## config.mk

```make
export PLATFORM = sky130hd
export DESIGN_NAME = ads_ack_sched
export DESIGN_NICKNAME = d
export VERILOG_FILES = /design/src/rtl/ads_pkg.sv /design/src/rtl/ads_down_cnt.sv /design/src/rtl/ads_ack_sched.sv
export SDC_FILE = /design/constraint.sdc
export NUM_CORES = 1
export LEC_CHECK = 0
export ABC_CLOCK_PERIOD_IN_PS = 3800
export BUFFER_PORTS_ARGS = -buffer_cell sky130_fd_sc_hd__buf_2
export CORE_MARGIN = 1.5
export CORE_UTILIZATION = 30
export CTS_CLUSTER_DIAMETER = 60
export CTS_CLUSTER_SIZE = 24
export DETAILED_ROUTE_END_ITERATION = 16
export PLACE_DENSITY = 0.47
export SLEW_MARGIN = 15
export SYNTH_ARGS = -nofsm -noshare
export SYNTH_HDL_FRONTEND = slang
export SYNTH_SLANG_ARGS = --single-unit
```

## constraint.sdc

```tcl
create_clock -name CORE_CLK -period 3.8 [get_ports CORE_CLK]
set_clock_uncertainty 0.1 [all_clocks]
set_input_delay 1.14 -clock CORE_CLK [delete_from_list [all_inputs] [get_ports CORE_CLK]]
set_output_delay 1.14 -clock CORE_CLK [all_outputs]
set_load 0.1 [all_outputs]
```

## src/rtl/ads_pkg.sv

```systemverilog
package ads_pkg;

  // Clock and symbol timing
  localparam int CLK_NS = 8;
  localparam int SYM_NS = 4;
  localparam int SYM_PER_CLK = CLK_NS / SYM_NS;

  // Link figures
  localparam int LANE_MBPS = 2500;
  localparam logic [1:0] WIDTH_X1 = 2'h0;
  localparam logic [1:0] WIDTH_X2 = 2'h1;
  localparam logic [1:0] WIDTH_X4 = 2'h2;

  // Default acknowledgement reloads, in symbol times
  localparam logic [11:0] ACK_RELOAD_X1 = 12'h0ff;
  localparam logic [11:0] ACK_RELOAD_X2 = 12'h0d9;
  localparam logic [11:0] ACK_RELOAD_X4 = 12'h076;

  // Pending-TLP trigger
  localparam logic [3:0] ACK_TLP_LIMIT = 4'hc;

  // Replay storage depth per port
  localparam int REPLAY_LOW_PORTS_MAX = 2;
  localparam logic [6:0] REPLAY_DEPTH_LOW = 7'h40;
  localparam logic [6:0] REPLAY_DEPTH_HIGH = 7'h20;

  // SKIP ordered set spacing and length
  localparam int SKIP_SYM = 1100;
  localparam int SKIP_CYC = SKIP_SYM * SYM_NS / CLK_NS;
  localparam int SKIP_LEN_SYM = 4;
  localparam int SKIP_LEN_CYC = (SKIP_LEN_SYM * SYM_NS + CLK_NS - 1) / CLK_NS;

  // Periodic ACK and flow-control refresh
  localparam int PERIOD_US = 30;
  localparam int PERIOD_CYC = PERIOD_US * 1000 / CLK_NS;

  // Register map, byte addresses
  localparam logic [11:0] OFS_LAT_LIMIT = 12'h1f8;
  localparam logic [11:0] OFS_CTRL = 12'h1fc;
  localparam logic [11:0] OFS_STATUS = 12'h200;

  // Latency limit field
  localparam int LAT_LSB = 0;
  localparam int LAT_W = 12;
  localparam logic [11:0] LAT_RST = 12'h000;

  // Control fields
  localparam int CTRL_OVR_BIT = 0;
  localparam int CTRL_OPP_BIT = 1;
  localparam logic [1:0] CTRL_RST = 2'h2;

  // Status fields
  localparam int ST_PEND_LSB = 0;
  localparam int ST_TMR_ACT_BIT = 4;
  localparam int ST_FULL_BIT = 5;
  localparam int ST_REPLAY_LSB = 8;
  localparam int ST_TMR_LSB = 16;

endpackage

```

## src/rtl/ads_down_cnt.sv

```systemverilog
`timescale 1ns/1ps
`default_nettype none

////////////////////////////////////////////////////////////////////////
// Saturating down counter with load and clear
module ads_down_cnt #(
  parameter int W = 12,
  parameter logic [W-1:0] STEP = W'(1),
  parameter logic [W-1:0] RST_VAL = '0
) (
  input wire logic clk,
  input wire logic rst_n,
  input wire logic load,
  input wire logic [W-1:0] load_val,
  input wire logic clear,
  output logic [W-1:0] cnt,
  output logic zero
);

  logic [W-1:0] cnt_r;
  logic [W-1:0] cnt_nxt;

  // Load first, then clear, else step toward zero
  always_comb begin
    if (load) begin
      cnt_nxt = load_val;
    end else if (clear) begin
      cnt_nxt = '0;
    end else if (cnt_r > STEP) begin
      cnt_nxt = cnt_r - STEP;
    end else begin
      cnt_nxt = '0;
    end
  end

  // Count register
  always_ff @(posedge clk) begin
    if (!rst_n) begin
      cnt_r <= RST_VAL;
    end else begin
      cnt_r <= cnt_nxt;
    end
  end

  assign cnt = cnt_r;
  assign zero = (cnt_r == '0);

endmodule

`default_nettype wire

```

## src/rtl/ads_ack_sched.sv

```systemverilog
// Chosen here: the address-and-strobe port.
`timescale 1ns/1ps
`default_nettype none

// Notes on behaviour
// - Link is x1, x2 or x4 at 2500 Mbps
// - Good received TLP reloads acknowledgement timer
// - Default reload 255, 217, 118 by width
// - Timer counts down each 4 ns symbol
// - Expired timer: finish TLP, then ACK first
// - ACK carries newest good received sequence
// - Twelve pending TLPs raise high-priority ACK
// - Idle transmitter may send early low-priority ACK
// - Any ACK stops timer until next TLP
// - Latency limit register overrides reload value
// - Limit zero gives one ACK per TLP
// - Replay holds 64 or 32 TLPs by port
// - TLPs win; promoted DLLP never splits TLP
// - SKIP every 1100 symbols, four symbols long
module ads_ack_sched #(
  parameter int PORT_NUM = 0
) (
  input wire logic CORE_CLK,
  input wire logic RST_N,
  input wire logic [11:0] REG_ADDR,
  input wire logic [31:0] REG_WDATA,
  input wire logic REG_WR,
  input wire logic REG_RD,
  output logic [31:0] REG_RDATA,
  input wire logic [1:0] LINK_WIDTH,
  input wire logic RX_TLP_GOOD,
  input wire logic [11:0] RX_TLP_SEQ,
  input wire logic TX_TLP_REQ,
  input wire logic TX_TLP_BUSY,
  input wire logic TX_TLP_SENT,
  input wire logic TX_TLP_FREED,
  output logic TX_TLP_HOLD,
  output logic TX_ACK_SEND,
  output logic TX_ACK_HIPRI,
  output logic [11:0] TX_ACK_SEQ,
  output logic TX_FC_UPDATE,
  output logic TX_SKIP,
  output logic TX_REPLAY_FULL
);
  import ads_pkg::*;

  ////////////////////////////////////////////////////////////////////////
  // Register file state
  logic [11:0] lat_r;
  logic [11:0] lat_nxt;
  logic [1:0] ctrl_r;
  logic [1:0] ctrl_nxt;
  logic [31:0] rdata_r;
  logic [31:0] rdata_nxt;

  // Scheduler state
  logic [3:0] pend_r;
  logic [3:0] pend_nxt;
  logic tmr_act_r;
  logic tmr_act_nxt;
  logic [11:0] seq_r;
  logic [11:0] seq_nxt;
  logic per_due_r;
  logic per_due_nxt;
  logic skip_due_r;
  logic skip_due_nxt;
  logic [1:0] skip_left_r;
  logic [1:0] skip_left_nxt;
  logic [6:0] replay_r;
  logic [6:0] replay_nxt;

  // Output registers
  logic ack_send_r;
  logic ack_send_nxt;
  logic ack_hipri_r;
  logic ack_hipri_nxt;
  logic [11:0] ack_seq_r;
  logic [11:0] ack_seq_nxt;
  logic fc_upd_r;
  logic fc_upd_nxt;
  logic hold_r;
  logic hold_nxt;
  logic skip_r;
  logic skip_nxt;
  logic full_r;
  logic full_nxt;

  // Counter taps and decisions
  logic [11:0] tmr_cnt;
  logic tmr_zero;
  logic [11:0] tmr_load_val;
  logic [11:0] skip_cnt;
  logic skip_zero;
  logic [11:0] per_cnt;
  logic per_zero;
  logic [11:0] width_reload;
  logic [6:0] replay_depth;
  logic hi_due;
  logic lo_ok;
  logic skip_start;
  logic ack_fire;

  ////////////////////////////////////////////////////////////////////////
  // Reload value chosen by negotiated width or by the override
  always_comb begin
    case (LINK_WIDTH)
      WIDTH_X1: width_reload = ACK_RELOAD_X1;
      WIDTH_X2: width_reload = ACK_RELOAD_X2;
      WIDTH_X4: width_reload = ACK_RELOAD_X4;
      default: width_reload = ACK_RELOAD_X1;
    endcase
    tmr_load_val = ctrl_r[CTRL_OVR_BIT] ? lat_r : width_reload;
  end

  // Acknowledgement timer, two symbol times per clock
  ads_down_cnt #(
    .W(12),
    .STEP(12'(SYM_PER_CLK)),
    .RST_VAL(12'h000)
  ) u_ack_tmr (
    .clk(CORE_CLK),
    .rst_n(RST_N),
    .load(RX_TLP_GOOD),
    .load_val(tmr_load_val),
    .clear(ack_fire),
    .cnt(tmr_cnt),
    .zero(tmr_zero)
  );

  // SKIP interval, reloads itself at each expiry
  ads_down_cnt #(
    .W(12),
    .STEP(12'h001),
    .RST_VAL(12'(SKIP_CYC - 1))
  ) u_skip_tmr (
    .clk(CORE_CLK),
    .rst_n(RST_N),
    .load(skip_zero),
    .load_val(12'(SKIP_CYC - 1)),
    .clear(1'b0),
    .cnt(skip_cnt),
    .zero(skip_zero)
  );

  // Refresh interval, restarted by every ACK
  ads_down_cnt #(
    .W(12),
    .STEP(12'h001),
    .RST_VAL(12'(PERIOD_CYC - 1))
  ) u_per_tmr (
    .clk(CORE_CLK),
    .rst_n(RST_N),
    .load(ack_fire),
    .load_val(12'(PERIOD_CYC - 1)),
    .clear(1'b0),
    .cnt(per_cnt),
    .zero(per_zero)
  );

  ////////////////////////////////////////////////////////////////////////
  // Arbitration between TLPs, SKIP and ACK
  always_comb begin
    // Replay depth is fixed by the port's place in the switch
    replay_depth = (PORT_NUM <= REPLAY_LOW_PORTS_MAX) ? REPLAY_DEPTH_LOW : REPLAY_DEPTH_HIGH;
    // High priority: expired timer, twelve pending, or refresh due
    hi_due = (tmr_act_r && tmr_zero)
      || (pend_r >= ACK_TLP_LIMIT)
      || per_due_r;
    // Low priority only with nothing queued to send
    lo_ok = ctrl_r[CTRL_OPP_BIT] && (pend_r != 4'h0) && !TX_TLP_REQ;
    // SKIP goes out between TLPs and ahead of an ACK
    skip_start = (skip_due_r || skip_zero) && !TX_TLP_BUSY && (skip_left_r == 2'h0) && !ack_send_r;
    ack_fire = (hi_due || lo_ok) && !TX_TLP_BUSY && !skip_start
      && (skip_left_r == 2'h0) && !ack_send_r;
  end

  ////////////////////////////////////////////////////////////////////////
  // Pending count, timer activity, sequence and due flags
  always_comb begin
    pend_nxt = pend_r;
    tmr_act_nxt = tmr_act_r;
    seq_nxt = seq_r;
    per_due_nxt = per_due_r;
    skip_due_nxt = skip_due_r;
    skip_left_nxt = skip_left_r;
    replay_nxt = replay_r;
    // An ACK empties the pending count and parks the timer
    if (ack_fire) begin
      pend_nxt = 4'h0;
      tmr_act_nxt = 1'b0;
      per_due_nxt = 1'b0;
    end
    if (RX_TLP_GOOD) begin
      // A TLP in the ACK cycle stays pending for the next ACK
      seq_nxt = RX_TLP_SEQ;
      tmr_act_nxt = 1'b1;
      if (ack_fire) begin
        pend_nxt = 4'h1;
      end else if (pend_r < ACK_TLP_LIMIT) begin
        pend_nxt = pend_r + 4'h1;
      end
    end
    // Refresh falls due at expiry unless an ACK leaves now
    if (per_zero && !ack_fire) begin
      per_due_nxt = 1'b1;
    end
    // A SKIP start clears its due flag and arms its length
    if (skip_start) begin
      skip_due_nxt = 1'b0;
      skip_left_nxt = 2'(SKIP_LEN_CYC);
    end else begin
      if (skip_zero) begin
        skip_due_nxt = 1'b1;
      end
      if (skip_left_r != 2'h0) begin
        skip_left_nxt = skip_left_r - 2'h1;
      end
    end
    // Replay occupancy, sent minus released
    if (TX_TLP_SENT && !TX_TLP_FREED && replay_r < replay_depth) begin
      replay_nxt = replay_r + 7'h01;
    end else if (TX_TLP_FREED && !TX_TLP_SENT && replay_r != 7'h00) begin
      replay_nxt = replay_r - 7'h01;
    end
  end

  // Scheduler registers, cleared by the synchronous reset
  always_ff @(posedge CORE_CLK) begin
    if (!RST_N) begin
      pend_r <= 4'h0;
      tmr_act_r <= 1'b0;
      seq_r <= 12'h000;
      per_due_r <= 1'b0;
      skip_due_r <= 1'b0;
      skip_left_r <= 2'h0;
      replay_r <= 7'h00;
    end else begin
      pend_r <= pend_nxt;
      tmr_act_r <= tmr_act_nxt;
      seq_r <= seq_nxt;
      per_due_r <= per_due_nxt;
      skip_due_r <= skip_due_nxt;
      skip_left_r <= skip_left_nxt;
      replay_r <= replay_nxt;
    end
  end

  ////////////////////////////////////////////////////////////////////////
  // Transmit-side outputs
  always_comb begin
    // Launched one cycle after the decision, so ACK fields line up
    ack_send_nxt = ack_fire;
    ack_hipri_nxt = ack_fire && hi_due;
    ack_seq_nxt = ack_fire ? seq_r : ack_seq_r;
    fc_upd_nxt = ack_fire && per_due_r;
    skip_nxt = skip_start || (skip_left_r > 2'h1);
    full_nxt = (replay_nxt >= replay_depth);
    // Holding new TLPs lets a promoted DLLP or SKIP go next
    hold_nxt = (hi_due && !ack_fire) || (skip_due_r && !skip_start) || skip_nxt || full_nxt;
  end

  // Output flops, so every port comes from a register
  always_ff @(posedge CORE_CLK) begin
    if (!RST_N) begin
      ack_send_r <= 1'b0;
      ack_hipri_r <= 1'b0;
      ack_seq_r <= 12'h000;
      fc_upd_r <= 1'b0;
      skip_r <= 1'b0;
      full_r <= 1'b0;
      hold_r <= 1'b0;
    end else begin
      ack_send_r <= ack_send_nxt;
      ack_hipri_r <= ack_hipri_nxt;
      ack_seq_r <= ack_seq_nxt;
      fc_upd_r <= fc_upd_nxt;
      skip_r <= skip_nxt;
      full_r <= full_nxt;
      hold_r <= hold_nxt;
    end
  end

  // Ports driven straight from the output flops
  assign TX_ACK_SEND = ack_send_r;
  assign TX_ACK_HIPRI = ack_hipri_r;
  assign TX_ACK_SEQ = ack_seq_r;
  assign TX_FC_UPDATE = fc_upd_r;
  assign TX_SKIP = skip_r;
  assign TX_REPLAY_FULL = full_r;
  assign TX_TLP_HOLD = hold_r;

  ////////////////////////////////////////////////////////////////////////
  // Register writes and one-cycle-late reads
  always_comb begin
    lat_nxt = lat_r;
    ctrl_nxt = ctrl_r;
    rdata_nxt = 32'h0000_0000;
    if (REG_WR) begin
      if (REG_ADDR == OFS_LAT_LIMIT) begin
        lat_nxt = REG_WDATA[LAT_LSB +: LAT_W];
      end
      if (REG_ADDR == OFS_CTRL) begin
        ctrl_nxt = REG_WDATA[1:0];
      end
    end
    if (REG_RD) begin
      case (REG_ADDR)
        OFS_LAT_LIMIT: rdata_nxt[LAT_LSB +: LAT_W] = lat_r;
        OFS_CTRL: rdata_nxt[1:0] = ctrl_r;
        OFS_STATUS: begin
          rdata_nxt[ST_PEND_LSB +: 4] = pend_r;
          rdata_nxt[ST_TMR_ACT_BIT] = tmr_act_r;
          rdata_nxt[ST_FULL_BIT] = full_r;
          rdata_nxt[ST_REPLAY_LSB +: 7] = replay_r;
          rdata_nxt[ST_TMR_LSB +: 12] = tmr_cnt;
        end
        default: rdata_nxt = 32'h0000_0000;
      endcase
    end
  end

  // Register file and read-data flops
  always_ff @(posedge CORE_CLK) begin
    if (!RST_N) begin
      lat_r <= LAT_RST;
      ctrl_r <= CTRL_RST;
      rdata_r <= 32'h0000_0000;
    end else begin
      lat_r <= lat_nxt;
      ctrl_r <= ctrl_nxt;
      rdata_r <= rdata_nxt;
    end
  end

  // Read data stand one cycle, then fall back to zero
  assign REG_RDATA = rdata_r;

endmodule

`default_nettype wire

```

# Word level (Yosys, flattened, before mapping)
# Index checks and enable logic that the tools add are counted.
dict set report word_totals {
  regBits 128
  latch_bits 0
  ramBits 0
  mem_bits_ro 0
  in_bits 67
  output_inout_bits 50
  word_cells 124
  n_memories 0
}
dict set report op_classes {
  n_addsub 7
  mul 0
  div_mod_pow 0
  n_lt_le_gt_ge 8
  eq_ne 5
  shift 0
  mux 21
  bitwise 3
  reduce_logical 54
}
# cell count
set ops {}
lappend ops {{$mux W12} 5}
lappend ops {{$logic_not A12 Y1} 3}
lappend ops {{$eq A12 B9 Y1 const B} 2}
lappend ops {{$gt A12 B1 Y1 const B} 2}
lappend ops {{$sub A12 B1 Y12 const B} 2}
lappend ops {{$logic_and A1 B1 Y1} 19}
lappend ops {{$mux W4} 4}
lappend ops {{$pmux W4 S2} 2}
lappend ops {{$pmux W8 S2} 1}
lappend ops {{$mux W7} 2}
lappend ops {{$eq A12 B10 Y1 const B} 1}
lappend ops {{$gt A12 B2 Y1 const B} 1}
lappend ops {{$sub A12 B2 Y12 const B} 1}
lappend ops {{$mux W10} 1}
lappend ops {{$logic_or A1 B1 Y1} 8}
lappend ops {{$reduce_bool A2 Y1} 4}
lappend ops {{$add A7 B1 Y7 const B} 1}
lappend ops {{$ge A7 B7 Y1 const B} 1}
lappend ops {{$logic_not A1 Y1} 7}
lappend ops {{$lt A7 B7 Y1 const B} 1}
lappend ops {{$reduce_bool A7 Y1} 1}
lappend ops {{$sub A7 B1 Y7 const B} 1}
lappend ops {{$pmux W2 S3} 1}
lappend ops {{$reduce_and A2 Y1} 3}
lappend ops {{15 further kinds} 24}

# Logic depth before layout (Yosys ltp)
# Gate-level depths: netlist of the first run.
dict set report depth {
  word_depth 14
  mapped_depth 8
  mapped_depth_nobuf 7
}

# Cells and area by module
# Synthesis of the first run repeated with hierarchy kept, for this count alone.
dict set report hier_totals {
  cells_unflattened 581
  area_unflattened_um2 5546.6
}
# mod instances cells_each area_each_um2 seq_area_each_um2
set modules_own_cells {}
lappend modules_own_cells {ads_ack_sched 1 349 3413.3 1721.7}
lappend modules_own_cells {{ads_down_cnt at u_skip_tmr} 1 83 738.2 240.2}
lappend modules_own_cells {{ads_down_cnt at u_per_tmr} 1 78 737.0 240.2}
lappend modules_own_cells {{ads_down_cnt at u_ack_tmr} 1 71 658.1 240.2}

# Worst setup path after synthesis of the first run
# OpenSTA, ideal clock, no wires.
dict set report synth_path {
  path_type {input to register}
  from {input REG_ADDR[1]}
  to {register rdata_r[10], in the netlist REG_RDATA[10]}
  setup_ps 59
  arrival_ps 2428
  required_ps 3641
  path_slack_ps 1212
  path_stages 6
  path_buffers 2
  path_cell_list {nor4_1 and3_1 and3_1 clkbuf_1 clkbuf_1 a22o_1}
}
dict set report synth_via {
  elab_chain_cells 2
  elab_cells_between_ends 3
  cone_classes {eq/ne: 2; mux: 1}
}
# item line
set synth_rtl {}
lappend synth_rtl {{start, declared} ads_ack_sched.sv:25} ;# input wire logic [11:0] REG_ADDR,
lappend synth_rtl {{$eq A12 B10 Y1 or $eq A12 B9 Y1 (tied branches)} ads_ack_sched.sv:307} ;# case (REG_ADDR)
lappend synth_rtl {{$pmux W4 S2 *} ads_ack_sched.sv:307}
lappend synth_rtl {{end signal, assigned} ads_ack_sched.sv:331} ;# rdata_r <= rdata_nxt;
lappend synth_rtl {{end, declared} ads_ack_sched.sv:53} ;# logic [31:0] rdata_r;
# Mark *: on every way between the ends. The rest lies on a longest branch, timed or not.
# A chain may end at the register's enable or synchronous reset.

==> impl_metrics.toml, run 1 <==
[floorplanning]
die-area_sq_um = 17800
start_util_pct = 30.7
die_y_microns = 133
fp.coreArea_sq_um = 16600
io_pins = 117
rows = 47
dieWidth_microns = 133

[timing]
setup_viol = 0
timing.setup.tns_ns = 0
period_share_pct = 67.4
finalMaxSlewViolations = 0
grt_setup_unrepaired = "false"
tightest_slew_ns = 0.685
maxSlewHeadroom_pct = 54.2
fmax_mhz = 390
hold_viol_final = 0
hold-worst-slack_ns = 0.364
period_minus_slack_ns = 2.56

[yosys]
synthCells = 523
syn_avg_cell_area_sq_um = 9.74
synth_ff_type = "dfxtp_1"
synthDistinctLibCells = 58
synth.ff_latch_count = 122
synth_area_sq_um = 5090
ys_warn_count = 0
synth-seq-area-share_pct = 47.9
synth_edf_count = 0
async_flop_share_pct = 0

[critical_path]
critical-path-top-delay-family = "buffers and inverters"
worstSetupEndpointType = "primary output"
critPathMaxFanout = 8
cp_num_buf_inv = 1
r2r_end = "pend_r[0]$_SDFF_PN0_"
r2r-start = "u_skip_tmr.cnt[0]$_SDFF_PP1_"
crit_chain = "buf_2"
crit_arrival_ns = 1.32
path_class = "flop to primary output"
reg2reg_depth = 8
slowest_delay_ns = 0.47
crit_slowest_cell = "buf_2"
worst_setup_path_start_kind = "flop"
worst-r2r-setup-slack_ns = 1.37
required_ns = 2.56

[placement]
portBuffers = 91
hpwl_mm = 8.24
place_congestion = 0.782
place_area_sq_um = 5760

[power]
p_leak_uw = 0.00285
power.density_nw_per_um2 = 532
peakVddDrop_mv = 0.325

[clock_tree]
clk_path_buf_depth = 2
numCtsBuffers = 17
insertion_delay_ns = 0.42
cts_max_level = 4
postCtsSetupBuffers = 0
cts-root-buf = "clkbuf_16"
cts_resized = 0
numClockSinks = 122
cts.reportedPaths.clkPinSlew_ns = 0.05
cts-hold-fix-buffers = 0
cts_tree = "done"

[global_route]
track_usage_pct = 14.0
overflow = 0
grt_pass1_wl_mm = 19.5
grt_max_degree = 69
antenna_found_initial = 2
grt_pass1_vias = 3959

[job]
max-cap-violations = 0

[drt]
vias = 3908
drc_errors = 0
wl_per_cell_microns = 13.7
first_iter_violations = 376
wirelength_mm = 11.6
final_antenna_net_count = 0
firstDrtPassIters = 4
viasPerCell = 4.59

[hold_path]
min_path_type = "flop to flop"
hold_start = "u_skip_tmr.cnt[4]$_SDFF_PP0_"
min_to = "u_skip_tmr.cnt[4]$_SDFF_PP0_"
holdPathStages = 2

[layout]
final_area_sq_um = 6350
final.fill_count = 1694
drive_gt1_share_pct = 21.2
final_cell_mix = "dfxtp_1 (122), buf_2 (91), mux2i_1 (40)"
area_growth_pct = 24.7
fin_nets = 696
finish.utilization_pct = 38.3
final_common_cell = "dfxtp_1"

[run_status]
status = "completed"
## through the flow
step / std cells / setup slack (ns) / total power (uW)
5_1_grt: 851 / 1.16 / 3540
3_3_place_gp: 819 / 0.847 / 1800
2_1_floorplan: 527 / 1.21 / 1720
6_report: 852 / 1.24 / 3380
3_5_place_dp: 819 / 0.865 / 1810
4_1_cts: 851 / 1.20 / 3430
## cells by family after synthesis
kind of cell / share of synthesized area (%)
flops: 47.9
simple gates: 22.3
xor+xnor: 4.81
mux: 8.08
buf+inv: 3.66
other cells: 0.0736
fa+ha+maj: 2.70
compound gates: 10.5
## layout make-up
class / instances / area (sq um) / share of cell area, %
antenna: 1 / 2.50 / 0.0394
clock buffer: 24 / 502 / 7.90
clock inverter: 8 / 90.1 / 1.42
inverter: 18 / 67.6 / 1.06
multi-input combinational: 363 / 2480 / 39.1
sequential: 122 / 2440 / 38.4
tap: 220 / 275 / 4.33
timing repair buffer: 96 / 493 / 7.76
## power breakdown
group | switching, uW | leakage [uW] | total, uW | internal (uW)
combinational | 230 | 0.00156 | 389 | 159
sequential | 63.3 | 0.000992 | 1400 | 1340
clock | 547 | 0.000300 | 1590 | 1040
## registers in the layout (all words and copies together), names as in the netlist, 2 cells and up, named ones only
register,cells
replay_r,4
lat_r,12
u_skip_tmr.cnt,12
ctrl_r,2
REG_RDATA,27
TX_ACK_SEQ,12
u_ack_tmr.cnt,12
u_per_tmr.cnt,12
seq_r,12
skip_left_r,2
pend_r,4
## routing by layer
metal	vias to the layer above	GRT usage [%]	routed length (microns)
met2	102	20.7	4920
li1	1997	-	-
met1	1793	18.1	5730
met4	2	5.80	182
met5	-	0	13
met3	14	5.71	800
## cells in the mapped netlist, drive strengths merged, types with 2 or more instances
| cell type | instances | area share, % |
|---|---|---|
| o21a | 4 | 0.59 |
| or2 | 2 | 0.25 |
| nand3b | 3 | 0.44 |
| nand3 | 10 | 0.98 |
| a211o | 2 | 0.34 |
| nand4 | 5 | 0.61 |
| a21boi | 10 | 1.5 |
| mux2i | 40 | 7.9 |
| o211ai | 3 | 0.71 |
| xnor2 | 17 | 2.9 |
| and3 | 8 | 0.98 |
| and3b | 3 | 0.52 |
| clkbuf | 13 | 0.96 |
| nor3b | 4 | 0.59 |
| o21ai | 26 | 2.6 |
| a22oi | 2 | 0.29 |
| a41oi | 3 | 0.52 |
| nand4b | 2 | 0.34 |
| a21oi | 11 | 1.1 |
| nor2b | 38 | 4.7 |
| buf | 11 | 1.4 |
| nor4 | 6 | 1.0 |
| a22o | 7 | 1.2 |
| or3 | 10 | 1.2 |
| and2 | 25 | 3.1 |
| inv | 17 | 1.3 |
| nand2 | 26 | 1.9 |
| dfxtp | 122 | 48 |
| o22ai | 2 | 0.25 |
| nor3 | 10 | 0.98 |
| or3b | 2 | 0.34 |
| xor2 | 11 | 1.9 |
| ha | 11 | 2.7 |
| or4 | 7 | 1.1 |
| nor2 | 35 | 2.6 |
## worst max-delay path by stage
stage,depth (start not counted),slack [ns],endpoint,start
after floorplan,6,1.21,REG_RDATA[10]$_SDFF_PN0_,REG_ADDR[1]
after global placement,5,0.85,REG_RDATA[11]$_SDFF_PN0_,REG_ADDR[1]
after detailed placement,5,0.87,REG_RDATA[11]$_SDFF_PN0_,REG_ADDR[1]
after CTS,1,1.20,TX_REPLAY_FULL,replay_r[6]$_SDFF_PN0_
after global routing,1,1.16,TX_REPLAY_FULL,replay_r[6]$_SDFF_PN0_
final,1,1.24,TX_REPLAY_FULL,replay_r[6]$_SDFF_PN0_
(Power assumes the default switching activity.)
==> inputs of run 2 (changes only) <==
--- a/config.mk
+++ b/config.mk
@@ -5,14 +5,14 @@
 export SDC_FILE = /design/constraint.sdc
 export NUM_CORES = 1
 export LEC_CHECK = 0
-export ABC_CLOCK_PERIOD_IN_PS = 3800
+export ABC_CLOCK_PERIOD_IN_PS = 2250
 export BUFFER_PORTS_ARGS = -buffer_cell sky130_fd_sc_hd__buf_2
 export CORE_MARGIN = 1.5
 export CORE_UTILIZATION = 30
 export CTS_CLUSTER_DIAMETER = 60
 export CTS_CLUSTER_SIZE = 24
 export DETAILED_ROUTE_END_ITERATION = 16
-export PLACE_DENSITY = 0.47
+export PLACE_DENSITY = 0.49
 export SLEW_MARGIN = 15
 export SYNTH_ARGS = -nofsm -noshare
 export SYNTH_HDL_FRONTEND = slang
==> constraint.sdc (replaced) <==
create_clock -name CORE_CLK -period 2.25 [get_ports CORE_CLK]
set_clock_uncertainty 0.1 [all_clocks]
set_input_delay 0.675 -clock CORE_CLK [delete_from_list [all_inputs] [get_ports CORE_CLK]]
set_output_delay 0.675 -clock CORE_CLK [all_outputs]
set_load 0.1 [all_outputs]
==> run 2 against run 1 <==
- hold slack got worse by 0.0035 ns
- first-iteration DRC count down 62%
- critical path depth grew 5
- clock power increased by 77%
- sequential power up 67%
- sequential cell count did not move
- design area up 3.6%
- clock-buffer cell count down 1
- critical endpoint is now pend_r[0]$_SDFF_PN0_
- non-clock buffer count rose by 17
- highest routed layer is now met4
- wire length up 0.38%
- combinational power rose by 83%
==> impl_metrics.toml, run 2 (synthesized netlist as in run 1, its figures left out) <==
[placement]
place_ws_ns = -0.0117
place_congestion = 0.779
portBuffers = 91
place_area_sq_um = 5940
hpwl_mm = 8.52

[power]
peakVddDrop_mv = 0.511
p_leak_uw = 0.00296
power.density_nw_per_um2 = 891

[timing]
fin_ws_ns = 0.114
grt_setup_unrepaired = "false"
hold_viol_final = 0
period_minus_slack_ns = 2.14
fmax_mhz = 468
period_share_pct = 94.9
finalMaxSlewViolations = 0
hold-worst-slack_ns = 0.360
setup_viol = 0

[critical_path]
critPathMaxFanout = 8
r2r-start = "u_ack_tmr.cnt[8]$_SDFF_PN0_"
crit_arrival_ns = 2.39
worst-r2r-setup-slack_ns = 0.11
required_ns = 2.51
worst_setup_path_start_kind = "flop"
r2r_end = "pend_r[0]$_SDFF_PN0_"
worstSetupEndpointType = "flop"
path_class = "flop to flop"
reg2reg_depth = 6

[clock_tree]
cts_tree = "done"
clk_path_buf_depth = 2
numCtsBuffers = 17
cts-root-buf = "clkbuf_16"
numClockSinks = 122
cts_max_level = 4
cts.reportedPaths.clkPinSlew_ns = 0.05
insertion_delay_ns = 0.41

[layout]
final.fill_count = 1669
final_cell_mix = "dfxtp_1 (120), buf_2 (91), mux2i_1 (40)"
drive_gt1_share_pct = 23.8
multi_input_area_sq_um = 2500
regArea_sq_um = 2440
area_growth_pct = 29.2
final_common_cell = "dfxtp_1"
fin_nets = 713
final_area_sq_um = 6580
largest_reg_flops = 27

[global_route]
grt_pass1_vias = 3848
grt_pass1_wl_mm = 19.1
overflow = 0
grt_max_degree = 46
antenna_found_initial = 2
track_usage_pct = 13.7

[drt]
viasPerCell = 4.56
firstDrtPassIters = 4
drc_errors = 0
wirelength_mm = 11.7
wl_per_cell_microns = 13.5
vias = 3966
final_antenna_net_count = 0
first_iter_violations = 142

[floorplanning]
start_util_pct = 30.7
rows = 47
fp.coreArea_sq_um = 16600
dieWidth_microns = 133
io_pins = 117
die_y_microns = 133
die-area_sq_um = 17800

[job]
max-cap-violations = 0

[hold_path]
min_to = "u_skip_tmr.cnt[4]$_SDFF_PP0_"
min_path_type = "flop to flop"
hold_start = "u_skip_tmr.cnt[4]$_SDFF_PP0_"
holdPathStages = 2

[run_status]
status = "completed"
-- run 2: worst max path at each step --
stage / startpoint / endpoint / slack, ns / cells after the start
4_1_cts: u_ack_tmr.cnt[8]$_SDFF_PN0_ / TX_ACK_SEQ[8]$_SDFFE_PN0P_ / 0.07 / 6
3_3_place_gp: REG_ADDR[1] / REG_RDATA[5]$_SDFF_PN0_ / -0.0002 / 7
6_report: u_ack_tmr.cnt[8]$_SDFF_PN0_ / pend_r[0]$_SDFF_PN0_ / 0.11 / 6
2_1_floorplan: REG_ADDR[1] / REG_RDATA[10]$_SDFF_PN0_ / 0.13 / 6
5_1_grt: u_ack_tmr.cnt[4]$_SDFF_PN0_ / u_ack_tmr.cnt[0]$_SDFFE_PN0P_ / 0.03 / 6
3_5_place_dp: TX_TLP_BUSY / TX_ACK_SEQ[8]$_SDFFE_PN0P_ / -0.01 / 7
-- run 2: layout make-up --
cell class	count	share of cell area (%)
multi-input combinational	363	38.1
clock inverter	8	2.17
antenna	2	0.0760
clock buffer	23	7.11
tap	220	4.18
inverter	18	1.03
timing repair buffer	113	10.2
sequential	122	37.1
-- run 2: repair_timing --
| item | CTS | global route |
|---|---|---|
| endpoints found under the hold margin | 0 | 0 |
| gates resized for setup | 0 | 5 |
| hold buffers | 0 | 0 |
| setup buffers | 0 | 0 |
| endpoints found under the setup margin | 0 | 18 |
-- run 2: where the power goes --
| group | leakage (uW) | switching (uW) | internal (uW) |
|---|---|---|---|
| Clock | 0.000297 | 909 | 1900 |
| Combinational | 0.00167 | 409 | 304 |
| Sequential | 0.000993 | 87.3 | 2260 |
| Total | 0.00296 | 1410 | 4460 |
-- run 2: metal layers --
layer | vias up | share of wire, % | global-route usage [%]
met2 | 100 | 43 | 20.7
met1 | 1823 | 47 | 17.1
met3 | 11 | 8.2 | 6.39
met5 | - | 0 | 0
li1 | 2032 | - | -
met4 | 0 | 1.1 | 4.71
-- run 2: per-stage QoR --
stage | TNS, ns | power, uW | cells | utilization (%)
after global placement | -0.000174 | 3090 | 836 | 35.8
after floorplan | 0 | 2900 | 527 | -
final | 0 | 5860 | 869 | 39.7
after detailed placement | -0.0117 | 3100 | 836 | 35.8
after CTS | 0 | 5950 | 867 | 39.5
after global routing | 0 | 6130 | 867 | 39.7
-- run 2: critical path, cell delays in order, from the launching register on --
cell and delay [ns]:
dfxtp_1 0.34, or4_4 0.58, nor4_4 0.36, o211ai_4 0.19
buf_4 0.22, o22ai_1 0.16, o21a_1 0.13
==> inputs of run 3 (changes only) <==
--- a/config.mk
+++ b/config.mk
@@ -13,6 +13,7 @@
 export CTS_CLUSTER_SIZE = 24
 export DETAILED_ROUTE_END_ITERATION = 16
 export PLACE_DENSITY = 0.49
+export RECOVER_POWER = 50
 export SLEW_MARGIN = 15
 export SYNTH_ARGS = -nofsm -noshare
 export SYNTH_HDL_FRONTEND = slang
==> run 3 against run 2 <==
- register-to-register slack barely moved
- die area stayed put
- design area shrank 0.97%
- clock-buffer cell count is the same
- utilization down 0.38 points
- sequential share of layout area increased by 0.36 points
- first-iteration DRC count increased by 19%
- fmax grew 0.51%
- critical endpoint unchanged
- power hardly changed
- wire length barely moved
==> impl_metrics.toml, run 3 (synthesized netlist as in run 1, its figures left out) <==
[timing]
finalMaxSlewViolations = 0
fmax_mhz = 471
maxSlewHeadroom_pct = 45.8
period_minus_slack_ns = 2.13
grt_setup_unrepaired = "false"
period_share_pct = 94.5
tightest_slew_ns = 0.813
hold_viol_final = 0
setup_viol = 0

[clock_tree]
cts_tree = "done"
numClockSinks = 122
cts-root-buf = "clkbuf_16"
cts_max_level = 4
postCtsSetupBuffers = 0
insertion_delay_ns = 0.41
cts.reportedPaths.clkPinSlew_ns = 0.05
clk_path_buf_depth = 2
numCtsBuffers = 17

[global_route]
grt_pass1_wl_mm = 19.1
grt_pass1_vias = 3848
met2_usage_pct = 20.7
grt-busiest-layer = "met2"
track_usage_pct = 13.7
grtUsageMet3_pct = 6.39
grt_max_degree = 46
overflow = 0
grt_use_met1_pct = 17.1
antenna_found_initial = 2

[layout]
area_growth_pct = 27.9
largest_reg_flops = 27
fin_cells = 869
final_area_sq_um = 6520
final_cell_mix = "dfxtp_1 (120), buf_2 (78), mux2i_1 (40)"
fin_nets = 713
drive_gt1_share_pct = 23.6
finish.utilization_pct = 39.3
final_common_cell = "dfxtp_1"

[drt]
final_antenna_net_count = 0
first_iter_violations = 169
wirelength_mm = 11.7
wl_per_cell_microns = 13.4
drc_errors = 0
viasPerCell = 4.59
firstDrtPassIters = 4
vias = 3992

[floorplanning]
io_pins = 117
start_util_pct = 30.7
die_y_microns = 133
die-area_sq_um = 17800
fp.coreArea_sq_um = 16600
rows = 47
dieWidth_microns = 133

[power]
finalPower_uw = 5860
peakVddDrop_mv = 0.502
p_leak_uw = 0.00291
power.density_nw_per_um2 = 899

[critical_path]
crit_arrival_ns = 2.38
crit_slowest_cell = "or4_4"
crit_chain = "or4_4 -> nor4_4 -> o211ai_4 -> buf_4 -> o22ai_1 -> o21a_1"
path_class = "flop to flop"
critPathMaxFanout = 8
slowest_delay_ns = 0.58
required_ns = 2.50
worst_setup_path_start_kind = "flop"
worstSetupEndpointType = "flop"

[hold_path]
min_path_type = "flop to flop"

[placement]
hpwl_mm = 8.52
place_congestion = 0.779
dpl.cell_count = 836
place_area_sq_um = 5940
portBuffers = 91

[job]
max-cap-violations = 0

[run_status]
status = "completed"
-- run 3: path summary, 6_finish.rpt --
check / end / from / cells past startpoint / slack (ns)
setup / recovery: pend_r[0]$_SDFF_PN0_ / u_ack_tmr.cnt[8]$_SDFF_PN0_ / 6 / 0.12
hold / removal: u_skip_tmr.cnt[4]$_SDFF_PP0_ / u_skip_tmr.cnt[4]$_SDFF_PP0_ / 2 / 0.36
hold reg to reg: u_skip_tmr.cnt[4]$_SDFF_PP0_ / u_skip_tmr.cnt[4]$_SDFF_PP0_ / 2 / 0.36
setup reg to reg: pend_r[0]$_SDFF_PN0_ / u_ack_tmr.cnt[8]$_SDFF_PN0_ / 6 / 0.12
-- run 3: per-stage QoR --
stage,setup TNS [ns],setup WS [ns],hold WS (ns)
detailed placement,-0.0117,-0.0117,0.354
CTS,0,0.0743,0.362
floorplan,0,0.127,0.337
global route,0,0.0210,0.377
global placement,-0.000174,-0.000174,0.349
finish,0,0.125,0.362
-- run 3: critical path, delay by kind of cell, from the launching register on --
family / cells / cell delay (ns)
simple gates: 2 / 0.94
flops: 1 / 0.34
compound gates: 3 / 0.47
buf+inv: 1 / 0.21
-- run 3: final cells by class --
type,count,area (sq um)
tap,220,275
clock buffer,23,468
clock inverter,8,143
sequential,122,2440
multi-input combinational,363,2500
inverter,18,67.6
fill,1678,10100
antenna,2,5.00
timing repair buffer,113,611
-- run 3: power by group --
part	switching, uW	total [uW]	internal (uW)
clock	907	2810	1900
combinational	409	709	300
sequential	88.0	2340	2260
total	1400	5860	4450
-- run 3: layer usage --
| layer | wire, microns | vias up |
|---|---|---|
| li1 | - | 2036 |
| met1 | 5510 | 1851 |
| met2 | 5170 | 96 |
| met3 | 915 | 9 |
| met4 | 85 | 0 |
| met5 | 0 | - |
-- run 3: what timing repair did --
action | CTS | global route
resized for setup | 0 | 5
setup endpoints to repair | 0 | 18
hold buffers | 0 | 0
